$ cat src/pcm_pkg.sv
// Constants and carrier types for the configuration header tail and power capability registers
package pcm_pkg;

  // ****************************************
  // Register offsets
  // ****************************************
  // Host side (configuration cycle) byte offsets
  localparam logic [8:0] PCM_PCI_CAP_HEAD  = 9'h034;
  localparam logic [8:0] PCM_PCI_IRQ_LINE  = 9'h03C;
  localparam logic [8:0] PCM_PCI_IRQ_PIN   = 9'h03D;
  localparam logic [8:0] PCM_PCI_MIN_GNT   = 9'h03E;
  localparam logic [8:0] PCM_PCI_MAX_LAT   = 9'h03F;
  localparam logic [8:0] PCM_PCI_PM_ID     = 9'h040;
  localparam logic [8:0] PCM_PCI_PM_NEXT   = 9'h041;
  localparam logic [8:0] PCM_PCI_PM_CAPS   = 9'h042;
  // Local side byte offsets
  localparam logic [8:0] PCM_LOC_CAP_HEAD  = 9'h034;
  localparam logic [8:0] PCM_LOC_IRQ_LINE  = 9'h03C;
  localparam logic [8:0] PCM_LOC_PM_ID     = 9'h180;

  // ****************************************
  // Reset values
  // ****************************************
  localparam logic [7:0]  PCM_RST_CAP_HEAD = 8'h40;
  localparam logic [7:0]  PCM_RST_IRQ_LINE = 8'h00;
  localparam logic [7:0]  PCM_RST_IRQ_PIN  = 8'h01;
  localparam logic [7:0]  PCM_RST_MIN_GNT  = 8'h00;
  localparam logic [7:0]  PCM_RST_MAX_LAT  = 8'h00;
  localparam logic [7:0]  PCM_PM_CAP_ID    = 8'h01;
  localparam logic [7:0]  PCM_RST_PM_NEXT  = 8'h48;
  localparam logic [15:0] PCM_RST_PM_CAPS  = 16'h0002;

  // ****************************************
  // Capabilities word fields
  // ****************************************
  localparam int PCM_CAPS_VER_LSB   = 0;
  localparam int PCM_CAPS_CLK_BIT   = 3;
  localparam int PCM_CAPS_RSVD_BIT  = 4;
  localparam int PCM_CAPS_INIT_BIT  = 5;
  localparam int PCM_CAPS_AUX_LSB   = 6;
  localparam int PCM_CAPS_D1_BIT    = 9;
  localparam int PCM_CAPS_D2_BIT    = 10;
  localparam int PCM_CAPS_WAKE_LSB  = 11;

  // Per-bit write permission of each source
  localparam logic [7:0]  PCM_MASK_BYTE_ALL = 8'hFF;
  localparam logic [7:0]  PCM_MASK_BYTE_NONE = 8'h00;
  localparam logic [15:0] PCM_CAPS_LOC_MASK = 16'hFFEF;
  localparam logic [15:0] PCM_CAPS_EE_MASK  = 16'hFE07;
  localparam logic [15:0] PCM_CAPS_NONE     = 16'h0000;

  // ****************************************
  // Carriers
  // ****************************************
  typedef struct packed {
    logic [4:0] wake_state_mask;
    logic       deep_sleep_supported;
    logic       light_sleep_supported;
    logic [2:0] aux_current;
    logic       init_after_d0;
    logic       rsvd;
    logic       wake_needs_clk;
    logic [2:0] version;
  } pcm_caps_t;

  typedef struct packed {
    logic        wr;
    logic        rd;
    logic [8:0]  addr;
    logic [3:0]  be;
    logic [31:0] data;
  } pcm_req_t;

  typedef struct packed {
    logic        ack;
    logic [31:0] rdata;
  } pcm_rsp_t;

endpackage

$ cat src/pcm_field_reg.sv
// One configuration field with separate local, loader and host write permissions
`timescale 1ns/100ps
module pcm_field_reg
  import pcm_pkg::*;
#(
  parameter int           W        = 8,
  parameter logic [W-1:0] RST      = '0,
  parameter logic [W-1:0] LOC_MASK = '0,
  parameter logic [W-1:0] EE_MASK  = '0,
  parameter logic [W-1:0] PCI_MASK = '0
) (
  // Clock and reset
  input  wire logic         clk,
  input  wire logic         rst,
  // Bit write enables and data per source
  input  wire logic [W-1:0] pci_we,
  input  wire logic [W-1:0] pci_d,
  input  wire logic [W-1:0] ee_we,
  input  wire logic [W-1:0] ee_d,
  input  wire logic [W-1:0] loc_we,
  input  wire logic [W-1:0] loc_d,
  // Stored value
  output logic      [W-1:0] q
);

  logic [W-1:0] q_d;
  logic [W-1:0] m_pci;
  logic [W-1:0] m_ee;
  logic [W-1:0] m_loc;

  // Local wins over loader, loader over host
  always_comb begin
    m_pci = pci_we & PCI_MASK;
    m_ee  = ee_we & EE_MASK;
    m_loc = loc_we & LOC_MASK;
    q_d   = q;
    q_d   = (q_d & ~m_pci) | (pci_d & m_pci);
    q_d   = (q_d & ~m_ee) | (ee_d & m_ee);
    q_d   = (q_d & ~m_loc) | (loc_d & m_loc);
  end

  always_ff @(posedge clk or posedge rst) begin
    if (rst) begin
      q <= RST;
    end else begin
      q <= q_d;
    end
  end

endmodule

$ cat src/pcm_port_resp.sv
// Registered acknowledge and read data for one access port
`timescale 1ns/100ps
module pcm_port_resp
  import pcm_pkg::*;
(
  // Clock and reset
  input  wire logic        clk,
  input  wire logic        rst,
  // Request and selected word
  input  wire logic        req_wr,
  input  wire logic        req_rd,
  input  wire logic [31:0] word,
  // Answer
  output pcm_rsp_t         rsp_q
);

  pcm_rsp_t rsp_d;

  // Read data holds until the next read
  always_comb begin
    rsp_d.ack   = req_wr | req_rd;
    rsp_d.rdata = req_rd ? word : rsp_q.rdata;
  end

  always_ff @(posedge clk or posedge rst) begin
    if (rst) begin
      rsp_q <= '0;
    end else begin
      rsp_q <= rsp_d;
    end
  end

endmodule

$ cat src/pcm_cfg_regs.sv
// Configuration header tail and power management capability registers
//
// Function
// The capability list head resets to 40h, only the local side may write it, and bits 31:8 read zero.
// The interrupt line byte resets to zero and is written by the host and by the loader.
// The interrupt pin byte resets to 1 and only the local side or the loader may write it.
// The minimum grant byte resets to zero, is read-only to the host, and loadable locally or by the loader.
// The maximum latency byte resets to zero, is read-only to the host, and loadable locally or by the loader.
// The power capability ID always reads 01h and ignores every write.
// The power next pointer resets to 48h and only the local side may write it.
// The version field resets to 010b and is written only locally or by the loader.
// The wake-needs-clock bit resets to 0 and only the local side may write it.
// The init-after-D0 bit resets to 0 and only the local side may write it.
// The light and deep sleep support bits reset to 0 and are written locally or by the loader.
// The wake state mask resets to zero and is written locally or by the loader.
// The aux current field resets to 000b and is local-only; reserved bit 4 reads 0 and ignores writes.
// Host writes to protected fields are acknowledged but change nothing, while local writes take effect.
`timescale 1ns/100ps
module pcm_cfg_regs
  import pcm_pkg::*;
(
  // Clock and reset
  input  wire logic clk,
  input  wire logic rst,
  // Host configuration cycles
  input  wire pcm_req_t pci_req,
  output pcm_rsp_t      pci_rsp,
  // Local processor accesses
  input  wire pcm_req_t loc_req,
  output pcm_rsp_t      loc_rsp,
  // Serial loader writes
  input  wire pcm_req_t ee_req,
  // Field values for the rest of the bridge
  output logic [7:0]    irq_line_route,
  output pcm_caps_t     power_capabilities
);

  // ****************************************
  // Decode
  // ****************************************
  function automatic logic [31:0] be_bits(input logic hit, input logic [3:0] be);
    logic [31:0] m;
    m = '0;
    for (int i = 0; i < 4; i++) begin
      m[i*8 +: 8] = {8{hit & be[i]}};
    end
    return m;
  endfunction

  logic        pci_head_hit;
  logic        pci_irq_hit;
  logic        pci_pm_hit;
  logic        loc_head_hit;
  logic        loc_irq_hit;
  logic        loc_pm_hit;
  logic        ee_irq_hit;
  logic        ee_pm_hit;
  logic [31:0] pci_head_wm;
  logic [31:0] pci_irq_wm;
  logic [31:0] pci_pm_wm;
  logic [31:0] loc_head_wm;
  logic [31:0] loc_irq_wm;
  logic [31:0] loc_pm_wm;
  logic [31:0] ee_irq_wm;
  logic [31:0] ee_pm_wm;

  // Loader uses host offsets; it never reaches the list head
  always_comb begin
    pci_head_hit = pci_req.addr[8:2] == PCM_PCI_CAP_HEAD[8:2];
    pci_irq_hit  = pci_req.addr[8:2] == PCM_PCI_IRQ_LINE[8:2];
    pci_pm_hit   = pci_req.addr[8:2] == PCM_PCI_PM_ID[8:2];
    loc_head_hit = loc_req.addr[8:2] == PCM_LOC_CAP_HEAD[8:2];
    loc_irq_hit  = loc_req.addr[8:2] == PCM_LOC_IRQ_LINE[8:2];
    loc_pm_hit   = loc_req.addr[8:2] == PCM_LOC_PM_ID[8:2];
    ee_irq_hit   = ee_req.addr[8:2] == PCM_PCI_IRQ_LINE[8:2];
    ee_pm_hit    = ee_req.addr[8:2] == PCM_PCI_PM_ID[8:2];
    pci_head_wm  = be_bits(pci_req.wr & pci_head_hit, pci_req.be);
    pci_irq_wm   = be_bits(pci_req.wr & pci_irq_hit, pci_req.be);
    pci_pm_wm    = be_bits(pci_req.wr & pci_pm_hit, pci_req.be);
    loc_head_wm  = be_bits(loc_req.wr & loc_head_hit, loc_req.be);
    loc_irq_wm   = be_bits(loc_req.wr & loc_irq_hit, loc_req.be);
    loc_pm_wm    = be_bits(loc_req.wr & loc_pm_hit, loc_req.be);
    ee_irq_wm    = be_bits(ee_req.wr & ee_irq_hit, ee_req.be);
    ee_pm_wm     = be_bits(ee_req.wr & ee_pm_hit, ee_req.be);
  end

  // ****************************************
  // Fields
  // ****************************************
  logic [7:0]  cap_head_q;
  logic [7:0]  irq_pin_q;
  logic [7:0]  min_gnt_q;
  logic [7:0]  max_lat_q;
  logic [7:0]  next_cap_q;
  logic [15:0] caps_q;

  pcm_field_reg #(.W(8), .RST(PCM_RST_CAP_HEAD), .LOC_MASK(PCM_MASK_BYTE_ALL),
    .EE_MASK(PCM_MASK_BYTE_NONE), .PCI_MASK(PCM_MASK_BYTE_NONE)) u_cap_head (
    .clk(clk), .rst(rst),
    .pci_we(pci_head_wm[7:0]), .pci_d(pci_req.data[7:0]),
    .ee_we(8'h00), .ee_d(8'h00),
    .loc_we(loc_head_wm[7:0]), .loc_d(loc_req.data[7:0]),
    .q(cap_head_q)
  );

  pcm_field_reg #(.W(8), .RST(PCM_RST_IRQ_LINE), .LOC_MASK(PCM_MASK_BYTE_ALL),
    .EE_MASK(PCM_MASK_BYTE_ALL), .PCI_MASK(PCM_MASK_BYTE_ALL)) u_irq_line (
    .clk(clk), .rst(rst),
    .pci_we(pci_irq_wm[7:0]), .pci_d(pci_req.data[7:0]),
    .ee_we(ee_irq_wm[7:0]), .ee_d(ee_req.data[7:0]),
    .loc_we(loc_irq_wm[7:0]), .loc_d(loc_req.data[7:0]),
    .q(irq_line_route)
  );

  pcm_field_reg #(.W(8), .RST(PCM_RST_IRQ_PIN), .LOC_MASK(PCM_MASK_BYTE_ALL),
    .EE_MASK(PCM_MASK_BYTE_ALL), .PCI_MASK(PCM_MASK_BYTE_NONE)) u_irq_pin (
    .clk(clk), .rst(rst),
    .pci_we(pci_irq_wm[15:8]), .pci_d(pci_req.data[15:8]),
    .ee_we(ee_irq_wm[15:8]), .ee_d(ee_req.data[15:8]),
    .loc_we(loc_irq_wm[15:8]), .loc_d(loc_req.data[15:8]),
    .q(irq_pin_q)
  );

  pcm_field_reg #(.W(8), .RST(PCM_RST_MIN_GNT), .LOC_MASK(PCM_MASK_BYTE_ALL),
    .EE_MASK(PCM_MASK_BYTE_ALL), .PCI_MASK(PCM_MASK_BYTE_NONE)) u_min_gnt (
    .clk(clk), .rst(rst),
    .pci_we(pci_irq_wm[23:16]), .pci_d(pci_req.data[23:16]),
    .ee_we(ee_irq_wm[23:16]), .ee_d(ee_req.data[23:16]),
    .loc_we(loc_irq_wm[23:16]), .loc_d(loc_req.data[23:16]),
    .q(min_gnt_q)
  );

  pcm_field_reg #(.W(8), .RST(PCM_RST_MAX_LAT), .LOC_MASK(PCM_MASK_BYTE_ALL),
    .EE_MASK(PCM_MASK_BYTE_ALL), .PCI_MASK(PCM_MASK_BYTE_NONE)) u_max_lat (
    .clk(clk), .rst(rst),
    .pci_we(pci_irq_wm[31:24]), .pci_d(pci_req.data[31:24]),
    .ee_we(ee_irq_wm[31:24]), .ee_d(ee_req.data[31:24]),
    .loc_we(loc_irq_wm[31:24]), .loc_d(loc_req.data[31:24]),
    .q(max_lat_q)
  );

  pcm_field_reg #(.W(8), .RST(PCM_RST_PM_NEXT), .LOC_MASK(PCM_MASK_BYTE_ALL),
    .EE_MASK(PCM_MASK_BYTE_NONE), .PCI_MASK(PCM_MASK_BYTE_NONE)) u_next_cap (
    .clk(clk), .rst(rst),
    .pci_we(pci_pm_wm[15:8]), .pci_d(pci_req.data[15:8]),
    .ee_we(ee_pm_wm[15:8]), .ee_d(ee_req.data[15:8]),
    .loc_we(loc_pm_wm[15:8]), .loc_d(loc_req.data[15:8]),
    .q(next_cap_q)
  );

  // Bit 4 has no write permission anywhere, so it stays at its reset zero
  pcm_field_reg #(.W(16), .RST(PCM_RST_PM_CAPS), .LOC_MASK(PCM_CAPS_LOC_MASK),
    .EE_MASK(PCM_CAPS_EE_MASK), .PCI_MASK(PCM_CAPS_NONE)) u_caps (
    .clk(clk), .rst(rst),
    .pci_we(pci_pm_wm[31:16]), .pci_d(pci_req.data[31:16]),
    .ee_we(ee_pm_wm[31:16]), .ee_d(ee_req.data[31:16]),
    .loc_we(loc_pm_wm[31:16]), .loc_d(loc_req.data[31:16]),
    .q(caps_q)
  );

  assign power_capabilities = pcm_caps_t'(caps_q);

  // ****************************************
  // Read words and answers
  // ****************************************
  logic [31:0] head_word;
  logic [31:0] irq_word;
  logic [31:0] pm_word;
  logic [31:0] pci_word;
  logic [31:0] loc_word;

  // Unmapped words read zero
  always_comb begin
    head_word = {24'h00_0000, cap_head_q};
    irq_word  = {max_lat_q, min_gnt_q, irq_pin_q, irq_line_route};
    pm_word   = {caps_q, next_cap_q, PCM_PM_CAP_ID};
    pci_word  = pci_head_hit ? head_word : pci_irq_hit ? irq_word : pci_pm_hit ? pm_word : 32'h0000_0000;
    loc_word  = loc_head_hit ? head_word : loc_irq_hit ? irq_word : loc_pm_hit ? pm_word : 32'h0000_0000;
  end

  pcm_port_resp u_pci_resp (
    .clk(clk), .rst(rst),
    .req_wr(pci_req.wr), .req_rd(pci_req.rd), .word(pci_word),
    .rsp_q(pci_rsp)
  );

  pcm_port_resp u_loc_resp (
    .clk(clk), .rst(rst),
    .req_wr(loc_req.wr), .req_rd(loc_req.rd), .word(loc_word),
    .rsp_q(loc_rsp)
  );

  logic only_pci_irq;
  logic only_pci_pm;
  assign only_pci_irq = pci_req.wr & pci_irq_hit & ~(loc_req.wr & loc_irq_hit) & ~(ee_req.wr & ee_irq_hit);
  assign only_pci_pm  = pci_req.wr & pci_pm_hit & ~(loc_req.wr & loc_pm_hit) & ~(ee_req.wr & ee_pm_hit);
endmodule

$ cat config.mk
export PLATFORM = sky130hd
export DESIGN_NAME = pcm_cfg_regs
export DESIGN_NICKNAME = d
export VERILOG_FILES = /design/src/pcm_pkg.sv /design/src/pcm_field_reg.sv /design/src/pcm_port_resp.sv /design/src/pcm_cfg_regs.sv
export SDC_FILE = /design/constraint.sdc
export NUM_CORES = 1
export LEC_CHECK = 0
export ABC_AREA = 1
export BUFFER_PORTS_ARGS = -buffer_cell sky130_fd_sc_hd__buf_2
export CAP_MARGIN = 20
export CELL_PAD_IN_SITES_DETAIL_PLACEMENT = 1
export CELL_PAD_IN_SITES_GLOBAL_PLACEMENT = 1
export CORE_ASPECT_RATIO = 1.2
export CORE_UTILIZATION = 38
export CTS_CLUSTER_SIZE = 28
export DETAILED_ROUTE_END_ITERATION = 8
export PLACE_DENSITY_LB_ADDON = 0.15
export SKIP_LAST_GASP = 1
export SYNTH_ARGS = -nofsm -noshare
export SYNTH_HDL_FRONTEND = slang
export SYNTH_SLANG_ARGS = --single-unit
$ cat constraint.sdc
create_clock -name clk -period 6.8 [get_ports clk]
set_input_delay 1.36 -clock clk [delete_from_list [all_inputs] [get_ports clk]]
set_output_delay 1.36 -clock clk [all_outputs]
set_load 0.02 [all_outputs]
==> flow_summary.json <==
{
  "reg2reg_depth": 3,
  "ys_seq_area_share_pct": 51.5,
  "nets": 1104,
  "synth_nets": 910,
  "first_pass_iters": 4,
  "synth_edf_count": 0,
  "numClockSinks": 129,
  "muxShareOfSynthArea_pct": 0,
  "synth-seq-cells": 129,
  "antennaDiodeCount": 0,
  "synthAdderAreaFrac_pct": 0,
  "synth_simple_gate_area_share_pct": 26.8,
  "rows": 51,
  "status": "complete, no violations",
  "cp.required_ps": 7110,
  "powerDensity_mw_per_mm2": 236,
  "syn_inst": 767,
  "relSlewSlack_pct": 40.9,
  "ir_drop_mv": 0.162,
  "ctsHoldBuffers": 0,
  "synth_area_mm2": 0.00628,
  "cts_setup_buffers": 0,
  "pin_count": 233,
  "hold_depth": 2,
  "post_drt_wl_per_cell_um": 17.0,
  "clockBufferDepth": 2,
  "synth.area.top_cells": "dfrtp_1, nand2_1, nand3_1, inv_1, o21bai_1",
  "fill_cells": 2065,
  "hold_class": "flop to flop",
  "drtIter0Drc": 329,
  "routed_wl_mm": 20.1,
  "grt_usage_pct": 24.8,
  "async_flop_share_pct": 100,
  "hold_viol": 0,
  "regArea_mm2": 0.00323,
  "cts_tree": "yes",
  "cts-root-buf": "clkbuf_16",
  "cts_max_level": 4,
  "period_share_pct": 42.6,
  "yosysTopAreaCell": "dfrtp_1",
  "reg2reg_slack_ps": 5840,
  "p_leak_nw": 4.15,
  "max_freq_mhz": 345,
  "cp.arrival_ps": 3210,
  "overflow": 0,
  "rsz0062_at_grt": "no",
  "finalClockSkew_ps": 9.57,
  "drive_above_1_share_pct": 26.3,
  "antenna_found_initial": 0,
  "fp.dieW_um": 119,
  "clk_latency_ps": 430,
  "place_hpwl_mm": 14.2,
  "drc": 0,
  "yosysMostFrequentCell": "nand2_1",
  "synth_xor_area_share_pct": 0,
  "yosys-top-cells-count": "nand2_1, dfrtp_1, nand3_1, inv_1, o21ai_0",
  "setup_tns_ps": 0,
  "ys_types": 29,
  "p_total_mw": 1.88,
  "io_buffers": 197,
  "grt_max_degree": 68,
  "r2r_end": "u_loc_resp.rsp_q[8]",
  "min_period_ps": 2900,
  "crit_fanout": 12,
  "synth_top_family_by_area": "simple AND/OR/NAND/NOR gates",
  "final_max_slew_viol_count": 0,
  "grt_pass1_wl_mm": 32.3,
  "synthFlopType": "dfrtp_1",
  "num_vias": 5962,
  "finalSetupViolations": 0,
  "start_util_pct": 38.7,
  "critPathCaptureType": "flop",
  "place.gp.congestion": 0.783,
  "cts_buffers": 17,
  "vias_per_cell": 5.03,
  "synth_compound_area_share_pct": 13.3,
  "synth.avg_cell_area_um2": 8.19,
  "synthDominantCellAreaShare_pct": 49.4,
  "worst_pin_slew_ps": 887,
  "multi_input_area_mm2": 0.00252,
  "cts_resized": 0,
  "syn2layout_area_growth_pct": 27.4,
  "critPathKind": "input port to flop",
  "cp-start-kind": "input port",
  "grt_pass1_vias": 6266,
  "drtAntennaViolNets": 0,
  "dieArea_mm2": 0.0170,
  "maxCapViolations": 0,
  "coreArea_mm2": 0.0162,
  "die_height_um": 143,
  "clk_pin_slew_ps": 60,
  "ys_warn_count": 0
}
==> worst max-delay path by stage <==
stage          cells after the start         to        start  slack [ps]
5_1_grt                            9       flop  loc_req[42]        3670
4_1_cts                            9       flop  loc_req[42]        3900
2_1_floorplan                      1  async pin          rst        2010
3_5_place_dp                       9       flop  loc_req[42]        3480
6_report                           9       flop  loc_req[42]        3900
3_3_place_gp                       9       flop  loc_req[42]        3500
==> critical path, stage by stage <==
cell and delay [ps]:
buf_2 100, inv_1 60, nand3_1 140, nor2_2 240, nand2_1 180, nor2_1 630, inv_1 270, nand3b_1 160
nand3_1 80
==> cell usage in the layout (no fill, tap or decap), drive strengths merged <==
master / instances
dfstp: 5
nand3b: 10
clkinv: 6
nor2: 53
o21ai: 65
buf: 203
or2: 2
conb: 1
nor3: 4
nand4: 7
a21oi: 9
and2: 1
clkbuf: 21
nand3: 105
o22ai: 2
o21bai: 46
nand2: 190
inv: 99
o211ai: 14
nor3b: 1
nor4: 1
dfrtp: 124
clkinvlp: 3
bufinv: 2
==> logic make-up after synthesis <==
group / Yosys count
flops: 129
simple gates: 374
buf+inv: 127
other cells: 1
compound gates: 136
==> final cells by class <==
cell class	instances	share of cell area, %
multi-input combinational	511	31.5
sequential	129	40.4
inverter	99	4.68
timing repair buffer	203	12.9
tap	212	3.32
clock inverter	11	1.41
clock buffer	21	5.76
==> report_power, final <==
part,internal [mW],switching (mW),total [mW]
combinational,0.0563,0.109,0.165
clock,0.554,0.340,0.894
sequential,0.802,0.0234,0.825
==> layer usage <==
metal / vias to the layer above / share of wire, % / track usage, %
met3: 23 / 5.4 / 6.47
met1: 2881 / 44 / 31.2
met2: 169 / 49 / 41.8
li1: 2889 / - / -
met4: 0 / 1.5 / 7.37
met5: - / 0 / 0
==> stage by stage <==
step	hold WS (ps)	cells	instance area, um^2	worst slack (ps)	utilization, %
5_1_grt	505	1186	8000	3670	49.4
3_3_place_gp	465	1154	7430	3500	45.8
2_1_floorplan	452	767	6280	2010	-
3_5_place_dp	473	1154	7430	3480	45.8
6_report	481	1186	8000	3900	49.4
4_1_cts	486	1186	8000	3900	49.4
No activity file was read; power rests on OpenSTA's default activity.
